===== src/rtl/sblc_pkg.sv =====
package sblc_pkg;

  // ---------------------------------------------------------------------
  // Strap bit positions in the latch and the status word.
  // ---------------------------------------------------------------------
  localparam int STRAP_W = 5;
  localparam int BIT_LDO = 0;
  localparam int BIT_PRIMARY = 1;
  localparam int BIT_SECONDARY = 2;
  localparam int BIT_LOG_TIMING = 3;
  localparam int BIT_SDIO_TIMING = 4;

  // Weak pull directions applied while the pins act as straps.
  localparam logic [4:0] PULL_UP_MASK = 5'h1a;
  localparam logic [4:0] PULL_DOWN_MASK = 5'h05;
  localparam logic [4:0] STRAP_RESET = 5'h00;

  // ---------------------------------------------------------------------
  // Register map, byte addresses on the APB.
  // ---------------------------------------------------------------------
  localparam int ADDR_W = 12;
  localparam logic [11:0] OFS_STRAP_STATUS = 12'h000;
  localparam logic [11:0] OFS_OVERRIDE = 12'h004;
  localparam logic [11:0] OFS_BOOT_STATUS = 12'h008;

  // Override register fields.
  localparam int OVR_LDO_EN = 0;
  localparam int OVR_LDO_VAL = 1;
  localparam int OVR_SDIO_EN = 2;
  localparam int OVR_SDIO_LO = 3;
  localparam int OVR_SDIO_HI = 4;
  localparam int OVR_W = 5;
  localparam logic [4:0] OVR_RESET = 5'h00;

  // ---------------------------------------------------------------------
  // Timing: settle time after reset release before the straps are taken.
  // ---------------------------------------------------------------------
  localparam int CLK_PERIOD_NS = 50;
  localparam int SETTLE_NS = 200;
  localparam int SETTLE_CYCLES = (SETTLE_NS + CLK_PERIOD_NS - 1)
                                 / CLK_PERIOD_NS;
  localparam int CNT_W = 4;

  // Boot source decoded from the straps.
  typedef enum logic [1:0] {
    BOOT_PENDING = 2'b00,
    BOOT_SPI_FLASH = 2'b01,
    BOOT_DOWNLOAD = 2'b10,
    BOOT_RESERVED = 2'b11
  } sblc_boot_type;

  // Phase of the strap sequence.
  typedef enum logic [1:0] {
    ST_SETTLE = 2'b00,
    ST_LATCH = 2'b01,
    ST_RUN = 2'b10
  } sblc_state_type;

endpackage


===== src/rtl/sblc_sync2.sv =====
`timescale 1ns/100ps
`default_nettype none

// Two-stage synchroniser for levels coming from pins.
module sblc_sync2 #(
  parameter int WIDTH = 1
) (
  input wire logic clk,
  input wire logic rst_n,
  input wire logic [WIDTH-1:0] async_in,
  output logic [WIDTH-1:0] sync_out
);

  logic [WIDTH-1:0] meta_q;
  logic [WIDTH-1:0] sync_q;

  // The first stage feeds only the second stage.
  always_ff @(posedge clk or negedge rst_n) begin
    if (!rst_n) begin
      meta_q <= '0;
      sync_q <= '0;
    end else begin
      meta_q <= async_in;
      sync_q <= meta_q;
    end
  end

  assign sync_out = sync_q;

endmodule

`default_nettype wire


===== src/rtl/sblc_top.sv =====
// Local design decisions: the APB slave port and the register addresses.
`timescale 1ns/100ps
`default_nettype none

// Behaviour
// - Sample five strap levels at every system reset.
// - Latched straps hold until power loss; here reset clears them and a re-enable takes them again.
// - Software reads all five latched bits.
// - Weak pulls on straps during reset phase.
// - After reset pins return to normal function.
// - Primary one: flash boot; both zero: download.
// - LDO strap zero 3.3 V, one 1.8 V.
// - Log strap gates boot log on UART.
// - Log and timing straps pick SDIO edges.
// - Firmware may override LDO and SDIO settings.
// - Module enable high enables the block.
module sblc_top
  import sblc_pkg::*;
(
  input wire logic pclk,
  input wire logic presetn,
  input wire logic module_enable,
  input wire logic ldo_voltage_strap,
  input wire logic primary_boot_strap,
  input wire logic secondary_boot_strap,
  input wire logic log_and_timing_strap,
  input wire logic sdio_timing_strap,
  input wire logic psel,
  input wire logic penable,
  input wire logic pwrite,
  input wire logic [11:0] paddr,
  input wire logic [31:0] pwdata,
  output logic [31:0] prdata,
  output logic pready,
  output logic pslverr,
  output logic [4:0] strap_pull_up_en,
  output logic [4:0] strap_pull_down_en,
  output logic strap_role,
  output logic boot_done,
  output logic [1:0] boot_source,
  output logic ldo_select_1v8,
  output logic uart0_log_enable,
  output logic sdio_input_rising,
  output logic sdio_output_rising
);

  // ---------------------------------------------------------------------
  // Pin synchronisers
  // ---------------------------------------------------------------------

  logic [STRAP_W-1:0] strap_pins;
  logic [STRAP_W-1:0] strap_sync;
  logic enable_sync;

  // Gather the strap pins in latch bit order.
  always_comb begin
    strap_pins = STRAP_RESET;
    strap_pins[BIT_LDO] = ldo_voltage_strap;
    strap_pins[BIT_PRIMARY] = primary_boot_strap;
    strap_pins[BIT_SECONDARY] = secondary_boot_strap;
    strap_pins[BIT_LOG_TIMING] = log_and_timing_strap;
    strap_pins[BIT_SDIO_TIMING] = sdio_timing_strap;
  end

  // Every pin passes two flops before any logic looks at it.
  sblc_sync2 #(
    .WIDTH(STRAP_W + 1)
  ) u_sync (
    .clk(pclk),
    .rst_n(presetn),
    .async_in({module_enable, strap_pins}),
    .sync_out({enable_sync, strap_sync})
  );

  // ---------------------------------------------------------------------
  // Strap sequence
  // ---------------------------------------------------------------------

  sblc_state_type state_q;
  sblc_state_type state_d;
  logic [CNT_W-1:0] settle_q;
  logic [CNT_W-1:0] settle_d;
  logic [STRAP_W-1:0] latch_q;
  logic [STRAP_W-1:0] latch_d;

  // The pulls stay on until the synchronised pins have settled and the
  // straps are taken; only then are the pins handed back to function.
  // A low module enable restarts the sequence at the settle phase; the latch and the override keep their values.
  always_comb begin
    state_d = state_q;
    settle_d = settle_q;
    latch_d = latch_q;
    if (!enable_sync) begin
      state_d = ST_SETTLE;
      settle_d = '0;
    end else begin
      case (state_q)
        ST_SETTLE: begin
          if (settle_q == CNT_W'(SETTLE_CYCLES - 1)) begin
            state_d = ST_LATCH;
          end else begin
            settle_d = settle_q + CNT_W'(1);
          end
        end
        ST_LATCH: begin
          latch_d = strap_sync;
          state_d = ST_RUN;
        end
        ST_RUN: begin
          latch_d = latch_q;
        end
        default: begin
          state_d = ST_SETTLE;
          settle_d = '0;
        end
      endcase
    end
  end

  // Reset puts the sequence back at the start of the strap phase.
  always_ff @(posedge pclk or negedge presetn) begin
    if (!presetn) begin
      state_q <= ST_SETTLE;
      settle_q <= '0;
      latch_q <= STRAP_RESET;
    end else begin
      state_q <= state_d;
      settle_q <= settle_d;
      latch_q <= latch_d;
    end
  end

  // ---------------------------------------------------------------------
  // APB register slave
  // ---------------------------------------------------------------------

  logic [OVR_W-1:0] ovr_q;
  logic [OVR_W-1:0] ovr_d;
  logic [31:0] prdata_q;
  logic [31:0] prdata_d;
  logic pready_q;
  logic pready_d;
  logic pslverr_q;
  logic pslverr_d;
  logic access;
  logic hit;
  logic [31:0] read_word;
  sblc_boot_type boot_q;

  // A transfer completes one cycle into its access phase.
  assign access = psel & penable & ~pready_q;

  // Address decode and read multiplexer.
  always_comb begin
    hit = 1'b1;
    read_word = 32'h0000_0000;
    case (paddr)
      OFS_STRAP_STATUS: begin
        read_word[STRAP_W-1:0] = latch_q;
      end
      OFS_OVERRIDE: begin
        read_word[OVR_W-1:0] = ovr_q;
      end
      OFS_BOOT_STATUS: begin
        read_word[1:0] = boot_q;
        read_word[3:2] = state_q;
      end
      default: begin
        hit = 1'b0;
      end
    endcase
  end

  // Override writes count only once boot is done; read-only registers
  // ignore writes; an unmapped address answers with an error.
  always_comb begin
    ovr_d = ovr_q;
    prdata_d = prdata_q;
    pready_d = 1'b0;
    pslverr_d = 1'b0;
    if (access) begin
      pready_d = 1'b1;
      pslverr_d = ~hit;
      prdata_d = pwrite ? 32'h0000_0000 : read_word;
      if (pwrite && paddr == OFS_OVERRIDE && state_q == ST_RUN) begin
        ovr_d = pwdata[OVR_W-1:0];
      end
    end
  end

  // Bus registers.
  always_ff @(posedge pclk or negedge presetn) begin
    if (!presetn) begin
      ovr_q <= OVR_RESET;
      prdata_q <= 32'h0000_0000;
      pready_q <= 1'b0;
      pslverr_q <= 1'b0;
    end else begin
      ovr_q <= ovr_d;
      prdata_q <= prdata_d;
      pready_q <= pready_d;
      pslverr_q <= pslverr_d;
    end
  end

  // ---------------------------------------------------------------------
  // Pin role and weak pulls
  // ---------------------------------------------------------------------

  logic [4:0] pu_q;
  logic [4:0] pu_d;
  logic [4:0] pd_q;
  logic [4:0] pd_d;
  logic role_q;
  logic role_d;
  logic done_q;
  logic done_d;

  // The pins keep their strap role, with the weak pulls on, until the
  // straps are taken; from that edge on they serve their normal function.
  // The pulls and the role flag move together, so a pin never floats
  // while the latch still waits for it.
  always_comb begin
    role_d = (state_d != ST_RUN);
    pu_d = role_d ? PULL_UP_MASK : 5'h00;
    pd_d = role_d ? PULL_DOWN_MASK : 5'h00;
    done_d = (state_d == ST_RUN);
  end

  // During reset the pins are in their strap role with the pulls on, so
  // an undriven strap settles to its default level before it is taken.
  always_ff @(posedge pclk or negedge presetn) begin
    if (!presetn) begin
      pu_q <= PULL_UP_MASK;
      pd_q <= PULL_DOWN_MASK;
      role_q <= 1'b1;
      done_q <= 1'b0;
    end else begin
      pu_q <= pu_d;
      pd_q <= pd_d;
      role_q <= role_d;
      done_q <= done_d;
    end
  end

  // ---------------------------------------------------------------------
  // Boot source and boot log
  // ---------------------------------------------------------------------

  sblc_boot_type boot_d;
  logic log_q;
  logic log_d;

  // The boot source is pending until the straps are taken; the reserved
  // combination selects neither defined boot mode, so firmware can tell
  // a miswired board from a real download request.
  always_comb begin
    if (!done_d) begin
      boot_d = BOOT_PENDING;
    end else if (latch_d[BIT_PRIMARY]) begin
      boot_d = BOOT_SPI_FLASH;
    end else if (!latch_d[BIT_SECONDARY]) begin
      boot_d = BOOT_DOWNLOAD;
    end else begin
      boot_d = BOOT_RESERVED;
    end
    log_d = done_d & latch_d[BIT_LOG_TIMING];
  end

  // Nothing is decoded while the straps are still open, so the boot
  // source reads as pending and the log line stays silent.
  always_ff @(posedge pclk or negedge presetn) begin
    if (!presetn) begin
      boot_q <= BOOT_PENDING;
      log_q <= 1'b0;
    end else begin
      boot_q <= boot_d;
      log_q <= log_d;
    end
  end

  // ---------------------------------------------------------------------
  // Supply and SDIO edge selects
  // ---------------------------------------------------------------------

  logic ldo_q;
  logic ldo_d;
  logic in_rise_q;
  logic in_rise_d;
  logic out_rise_q;
  logic out_rise_d;
  logic [1:0] edges;

  // Supply and edge selects follow the latch unless firmware has set the
  // matching override enable; the boot log line has no override.
  // The edge pair is ordered {input rising, output rising}.
  always_comb begin
    ldo_d = ovr_d[OVR_LDO_EN] ? ovr_d[OVR_LDO_VAL]
                              : latch_d[BIT_LDO];
    edges = {latch_d[BIT_LOG_TIMING], latch_d[BIT_SDIO_TIMING]};
    if (ovr_d[OVR_SDIO_EN]) begin
      edges = ovr_d[OVR_SDIO_HI:OVR_SDIO_LO];
    end
    in_rise_d = edges[1];
    out_rise_d = edges[0];
  end

  // A supply select of zero is the 3.3 V setting, which is also the safe
  // choice while the straps are still open.
  always_ff @(posedge pclk or negedge presetn) begin
    if (!presetn) begin
      ldo_q <= 1'b0;
      in_rise_q <= 1'b0;
      out_rise_q <= 1'b0;
    end else begin
      ldo_q <= ldo_d;
      in_rise_q <= in_rise_d;
      out_rise_q <= out_rise_d;
    end
  end

  // ---------------------------------------------------------------------
  // Outputs
  // ---------------------------------------------------------------------

  // Every output is taken straight from a flop.
  assign prdata = prdata_q;
  assign pready = pready_q;
  assign pslverr = pslverr_q;
  assign strap_pull_up_en = pu_q;
  assign strap_pull_down_en = pd_q;
  assign strap_role = role_q;
  assign boot_done = done_q;
  assign boot_source = boot_q;
  assign ldo_select_1v8 = ldo_q;
  assign uart0_log_enable = log_q;
  assign sdio_input_rising = in_rise_q;
  assign sdio_output_rising = out_rise_q;

endmodule

`default_nettype wire


===== config.mk =====
export PLATFORM = sky130hd
export DESIGN_NAME = sblc_top
export DESIGN_NICKNAME = d
export VERILOG_FILES = /design/src/rtl/sblc_pkg.sv /design/src/rtl/sblc_sync2.sv /design/src/rtl/sblc_top.sv
export SDC_FILE = /design/constraint.sdc
export NUM_CORES = 1
export LEC_CHECK = 0
export BUFFER_PORTS_ARGS = -buffer_cell sky130_fd_sc_hd__buf_2
export CAP_MARGIN = 5
export CORE_MARGIN = 8
export CORE_UTILIZATION = 45
export CTS_CLUSTER_SIZE = 24
export DETAILED_ROUTE_END_ITERATION = 8
export HOLD_SLACK_MARGIN = 0.12
export PLACE_DENSITY = 0.81
export SETUP_SLACK_MARGIN = 0.15
export SLEW_MARGIN = 20
export SYNTH_ARGS = -nofsm -noshare
export SYNTH_HDL_FRONTEND = slang
export SYNTH_SLANG_ARGS = --single-unit
export TNS_END_PERCENT = 20

===== constraint.sdc =====
create_clock -name pclk -period 2.3 [get_ports pclk]
set_input_delay 0 -clock pclk [delete_from_list [all_inputs] [get_ports pclk]]
set_output_delay 0 -clock pclk [all_outputs]
set_load 0.01 [all_outputs]

### Word-level counts from Yosys, hierarchy flattened

Index checks and enable logic that the tools add are counted.
W data, S select, Z words.

* shift-type cells: 0
* reductions and logical operators: 7
* add/sub/neg operators: 1
* $lt $le $gt $ge: 0
* divide/modulo/power cells: 0
* muxes and demuxes: 23
* equality and inequality tests: 9
* multipliers: 0
* bitwise operators: 5

Operators with widths (count)
* $mux W5: 6
* $eq A12 B3 Y1 const B: 1
* $eq A12 B4 Y1 const B: 1
* $logic_not A12 Y1: 1
* $pmux W4 S3: 1
* $mux W2: 5
* $mux W4: 2
* $pmux W4 S2: 1
* $pmux W2 S3: 1
* $mux W1: 5
* $add A4 B1 Y4 const B: 1
* $eq A2 B2 Y1 const B: 2
* $eq A4 B2 Y1 const B: 1
* $ne A2 B2 Y1 const B: 2
* $and A1 B1 Y1: 3
* $mux W3: 1
* $ne A3 B3 Y1 const B: 1
* $reduce_or A3 Y1: 1
* $eq A2 B1 Y1 const B: 1
* $logic_and A1 B1 Y1: 2
* $logic_not A2 Y1: 1
* $not A1 Y1: 2
* $pmux W1 S2: 1
* $reduce_and A2 Y1: 1
* $reduce_or A2 Y1: 1

* logic and storage cells: 63
* register bits: 78
* memories: 0
* latch bits: 0
* ROM bits: 0
* bits in writable memories: 0

### Depth between registers and ports, before layout

* depth in word-level cells: 6
* mapped depth: 6
* mapped depth without buffers: 6

### Hierarchy

From an unflattened synthesis, not the netlist that was laid out.

* cells, all modules: 174
* area total of the unflattened synthesis: 2055.7 um^2

By module, submodules not included
* sblc_top: cells each 162, times used 1, area each 1755.4 um^2
* sblc_sync2: cells each 12, times used 1, area each 300.3 um^2

### Worst setup path before layout

No wires, ideal clock.

* kind: register -> register
* start point: register pready_q, in the netlist pready
* end point: register ovr_q[0]
* path slack: 0.625 ns
* period minus slack after synthesis: 1.675 ns
* path buffers: 1
* cell stages (with the launch flop): 5
* library setup time: 0.125 ns
* arrival: 1.551 ns
* cells stage by stage: dfrtp_1 -> or2_2 -> buf_6 -> nor3_4 -> mux2_2

* word-level cells in the longest chain between the ends: 3

RTL lines
* start: declaration: RTL line sblc_top.sv:141 `logic pready_q;`
* start signal: assignment: RTL line sblc_top.sv:201 `pready_q <= pready_d;`
* $not A1 Y1: RTL line sblc_top.sv:151 `assign access = psel & penable & ~pready_q;`
* $and A1 B1 Y1: RTL line sblc_top.sv:151
* $mux W5: RTL line sblc_top.sv:181 `if (access) begin`
* net ovr_d[0]: RTL line sblc_top.sv:138 `logic [OVR_W-1:0] ovr_d;`
* end signal: assignment: RTL line sblc_top.sv:199 `ovr_q <= ovr_d;`
* end: declaration: RTL line sblc_top.sv:137 `logic [OVR_W-1:0] ovr_q;`

The timed path passes the listed nets, and every way through them passes these cells.
A chain may end at the register's enable or synchronous reset.

### Final worst setup path

* start point: register state_q[0]
* end point: register boot_q[0], in the netlist boot_source[0]

* word-level cells in the longest chain between the ends: 6
* elaborated cells on any way between the ends: 12

RTL lines
* start: declaration: RTL line sblc_top.sv:79 `sblc_state_type state_q;`
* start signal: assignment: RTL line sblc_top.sv:127 `state_q <= state_d;`
* $eq A2 B1 Y1: RTL line sblc_top.sv:97 `case (state_q)`
* $mux W5: RTL line sblc_top.sv:97
* $mux W5: RTL line sblc_top.sv:93 `if (!enable_sync) begin`
* $mux W1: RTL line sblc_top.sv:262 `end else if (!latch_d[BIT_SECONDARY]) begin`
* $mux W2: RTL line sblc_top.sv:260 `end else if (latch_d[BIT_PRIMARY]) begin`
* $mux W2 *: RTL line sblc_top.sv:258 `if (!done_d) begin`
* net boot_d[0]: RTL line sblc_top.sv:250 `sblc_boot_type boot_d;`
* end signal: assignment: RTL line sblc_top.sv:277 `boot_q <= boot_d;`
* end: declaration: RTL line sblc_top.sv:148 `sblc_boot_type boot_q;`

The timed path passes the listed nets; every way through them passes the cells marked *.

==> results.ini <==
[power_and_ir_drop]
power_mw=1.95
irDropWorstVdd_uv=472
p_leak_nw=1.25
pwr-share-comb_pct=23.7
clock_power_share_pct=28.6
p_int_mw=1.39
netSwitchingPower_mw=0.559
pwr-share-seq_pct=47.6
switching_share_pct=28.6
powerDensity_nw_per_um2=799

[route]
drc=0
top_layer=met4
drt-met1-wl_microns=1620
route.met3.wl_microns=361
vias=1361
ant_nets=0
wl_per_cell_microns=14.0
vias_per_cell=4.69
wirelength_microns=4070
drtIter0Drc=69
drt_pass1_iterations=4
wl_met2_microns=2060

[floorplanning]
core_area_sq_um=4380
start_util_pct=46.9
io_pins=107
die_w_microns=83.6
die_area_sq_um=6990
row_count=24
die_h_microns=83.6

[placed_design]
port_buffers=47
place.gp.congestion=0.729
placed_cell_area_sq_um=2180
dp.cells=267
place_ws_ns=0.504
hpwl_microns=3070

[sta]
rsz0062_at_grt=no
min_period_ns=1.81
drv_slew=0
skew_ns=0.00402
setup_viol=0
fmax_ghz=0.554
setup-tns-final_ns=0
relSlewSlack_pct=38.5
whs_ns=0.170
fin_ws_ns=0.494
finalHoldViolations=0
fin_crit_sh_pct=78.5
worst_slew_pin_slew_ns=0.923

[global_route]
overflow=0
track_usage_pct=11.5
grt_pass1_wl_microns=6620
first_global_vias=1411
grt_max_degree=44
antenna_found_initial=0

[finish]
regArea_sq_um=1080
final_nets=298
drive_above_1_share_pct=29.0
postLayoutCellArea_sq_um=2440
diodes=0
final_core_util_pct=55.7
fillCellCount=391
post_layout_nonfiller_instances=290
syn2layout_area_growth_pct=18.7
multi_input_area_sq_um=781

[synth]
synth_flop_cell=dfrtp_1
synth_cells=177
synth_top_cell_area_share_pct=51.1
synthDistinctLibCells=32
netlist_top_cells_area=dfrtp_1 (51%), buf_4 (13%), mux2i_1 (6.8%)
yosysWarningCount=0
yosysMostFrequentCell=dfrtp_1
yosysSeqAreaShare_pct=52.3
syn_area_sq_um=2060
post_synth.cell_area_avg_sq_um=11.6
synth-seq-cells=43
synth_top_area_cell=dfrtp_1
ys_top_cells_by_count=dfrtp_1 (42), buf_4 (37), mux2i_1 (14)
synth_edf_count=0
async_flop_share_pct=100

[critical_path]
cp.required_ns=2.50
path_delay_family=simple AND/OR/NAND/NOR gates
cp_max_fo=7
critPathLaunchType=register
crit_type=reg -> reg
critPathArrivalTime_ns=2.01
cp-end-kind=register
slowest_stage=dfrtp_1
worst-path-buf-inv=1
worst_path_largest_cell_delay_ns=0.42
crit_path_cell_trace=inv_1 > ha_1 > and4bb_2 > o221ai_1 > nand2_1 > a211oi_1

[clock_tree]
post_cts_buffers=0
clk_pin_slew_worst_paths_ns=0.07
clock_sinks=43
cts_resized=0
cts_tree=built
cts_made_buffers=5
ctsHoldBuffers=16
clk_latency_ns=0.29
htree_levels=2
cts_buffer_depth=2
root_buffer=clkbuf_8

[job]
maxCapViolCount=0

[min_path]
min_path_type=in -> reg

[outcome]
outcome=finished clean

## worst paths after layout
path / startpoint / end / slack [ns] / cells past startpoint
worst max-delay path: state_q[0]$_DFF_PN0_ / boot_source[0]$_DFF_PN0_ / 0.49 / 6
worst min-delay path: penable / pready$_DFF_PN0_ / 0.17 / 4
worst max register to register: state_q[0]$_DFF_PN0_ / boot_source[0]$_DFF_PN0_ / 0.49 / 6
worst min register to register: u_sync.meta_q[5]$_DFF_PN0_ / u_sync.sync_out[5]$_DFF_PN0_ / 0.35 / 0
max in group asynchronous: presetn / ldo_select_1v8$_DFF_PN0_ / 1.33 / 2
min in group asynchronous: presetn / u_sync.sync_out[2]$_DFF_PN0_ / 0.39 / 2
## final cells by class
| cell class | instances | area share [%] |
|---|---|---|
| inverter | 5 | 0.768 |
| sequential | 43 | 44.1 |
| multi-input combinational | 120 | 32.0 |
| timing repair buffer | 63 | 16.2 |
| clock inverter | 2 | 1.54 |
| tap | 52 | 2.66 |
| clock buffer | 5 | 2.82 |
## cells in the final DEF, fill, tap and decap left out, types with 3 or more instances in the layout
master,n
dlygate4sd3_1,16
dfrtp_1,42
nand2_1,8
ha_1,5
clkbuf_8,5
nor2_1,10
nand3_1,3
nor2b_1,5
o21ai_0,8
mux2i_1,14
inv_1,5
a21oi_1,5
a21boi_0,3
mux2_2,11
conb_1,32
buf_2,47
## worst min-delay path, delay by kind of cell
family	cells	cell delay, ns
buffers and inverters	2	0.15
AND/OR/NAND/NOR	2	0.26
## power by group through the flow
stage | combinational [mW] | clock (mW) | sequential, mW
after floorplan | 0.334 | 0 | 0.956
after global placement | 0.426 | 0 | 0.941
after detailed placement | 0.448 | 0 | 0.947
after CTS | 0.469 | 0.578 | 0.932
after global routing | 0.524 | 0.605 | 0.946
final | 0.463 | 0.558 | 0.930
## registers in the layout, summed over array words and instances (netlist names), 2 cells and up
signal and cells:
state_q 2, latch_q 5, prdata 5, ovr_q 5, settle_q 4, u_sync.meta_q 6, boot_source 2, u_sync.sync_out 6
## kinds of logic (layout without fill, tap and decap cells)
logic type      Yosys count  after routing  synth area share [%]
buf+inv                  45             75                  15.4
flops                    43             43                  52.3
other cells               1             32                 0.182
fa+ha+maj                 5              5                  3.04
simple gates             38             38                  10.3
compound gates           20             20                  5.96
mux                      25             25                  12.8
## metal layers
layer / up-vias / global-route usage (%)
met5: - / 0
met4: 0 / 2.35
met3: 4 / 6.64
met2: 55 / 19.4
met1: 651 / 12.2
li1: 651 / -
Power figures use the tool's default switching activity.
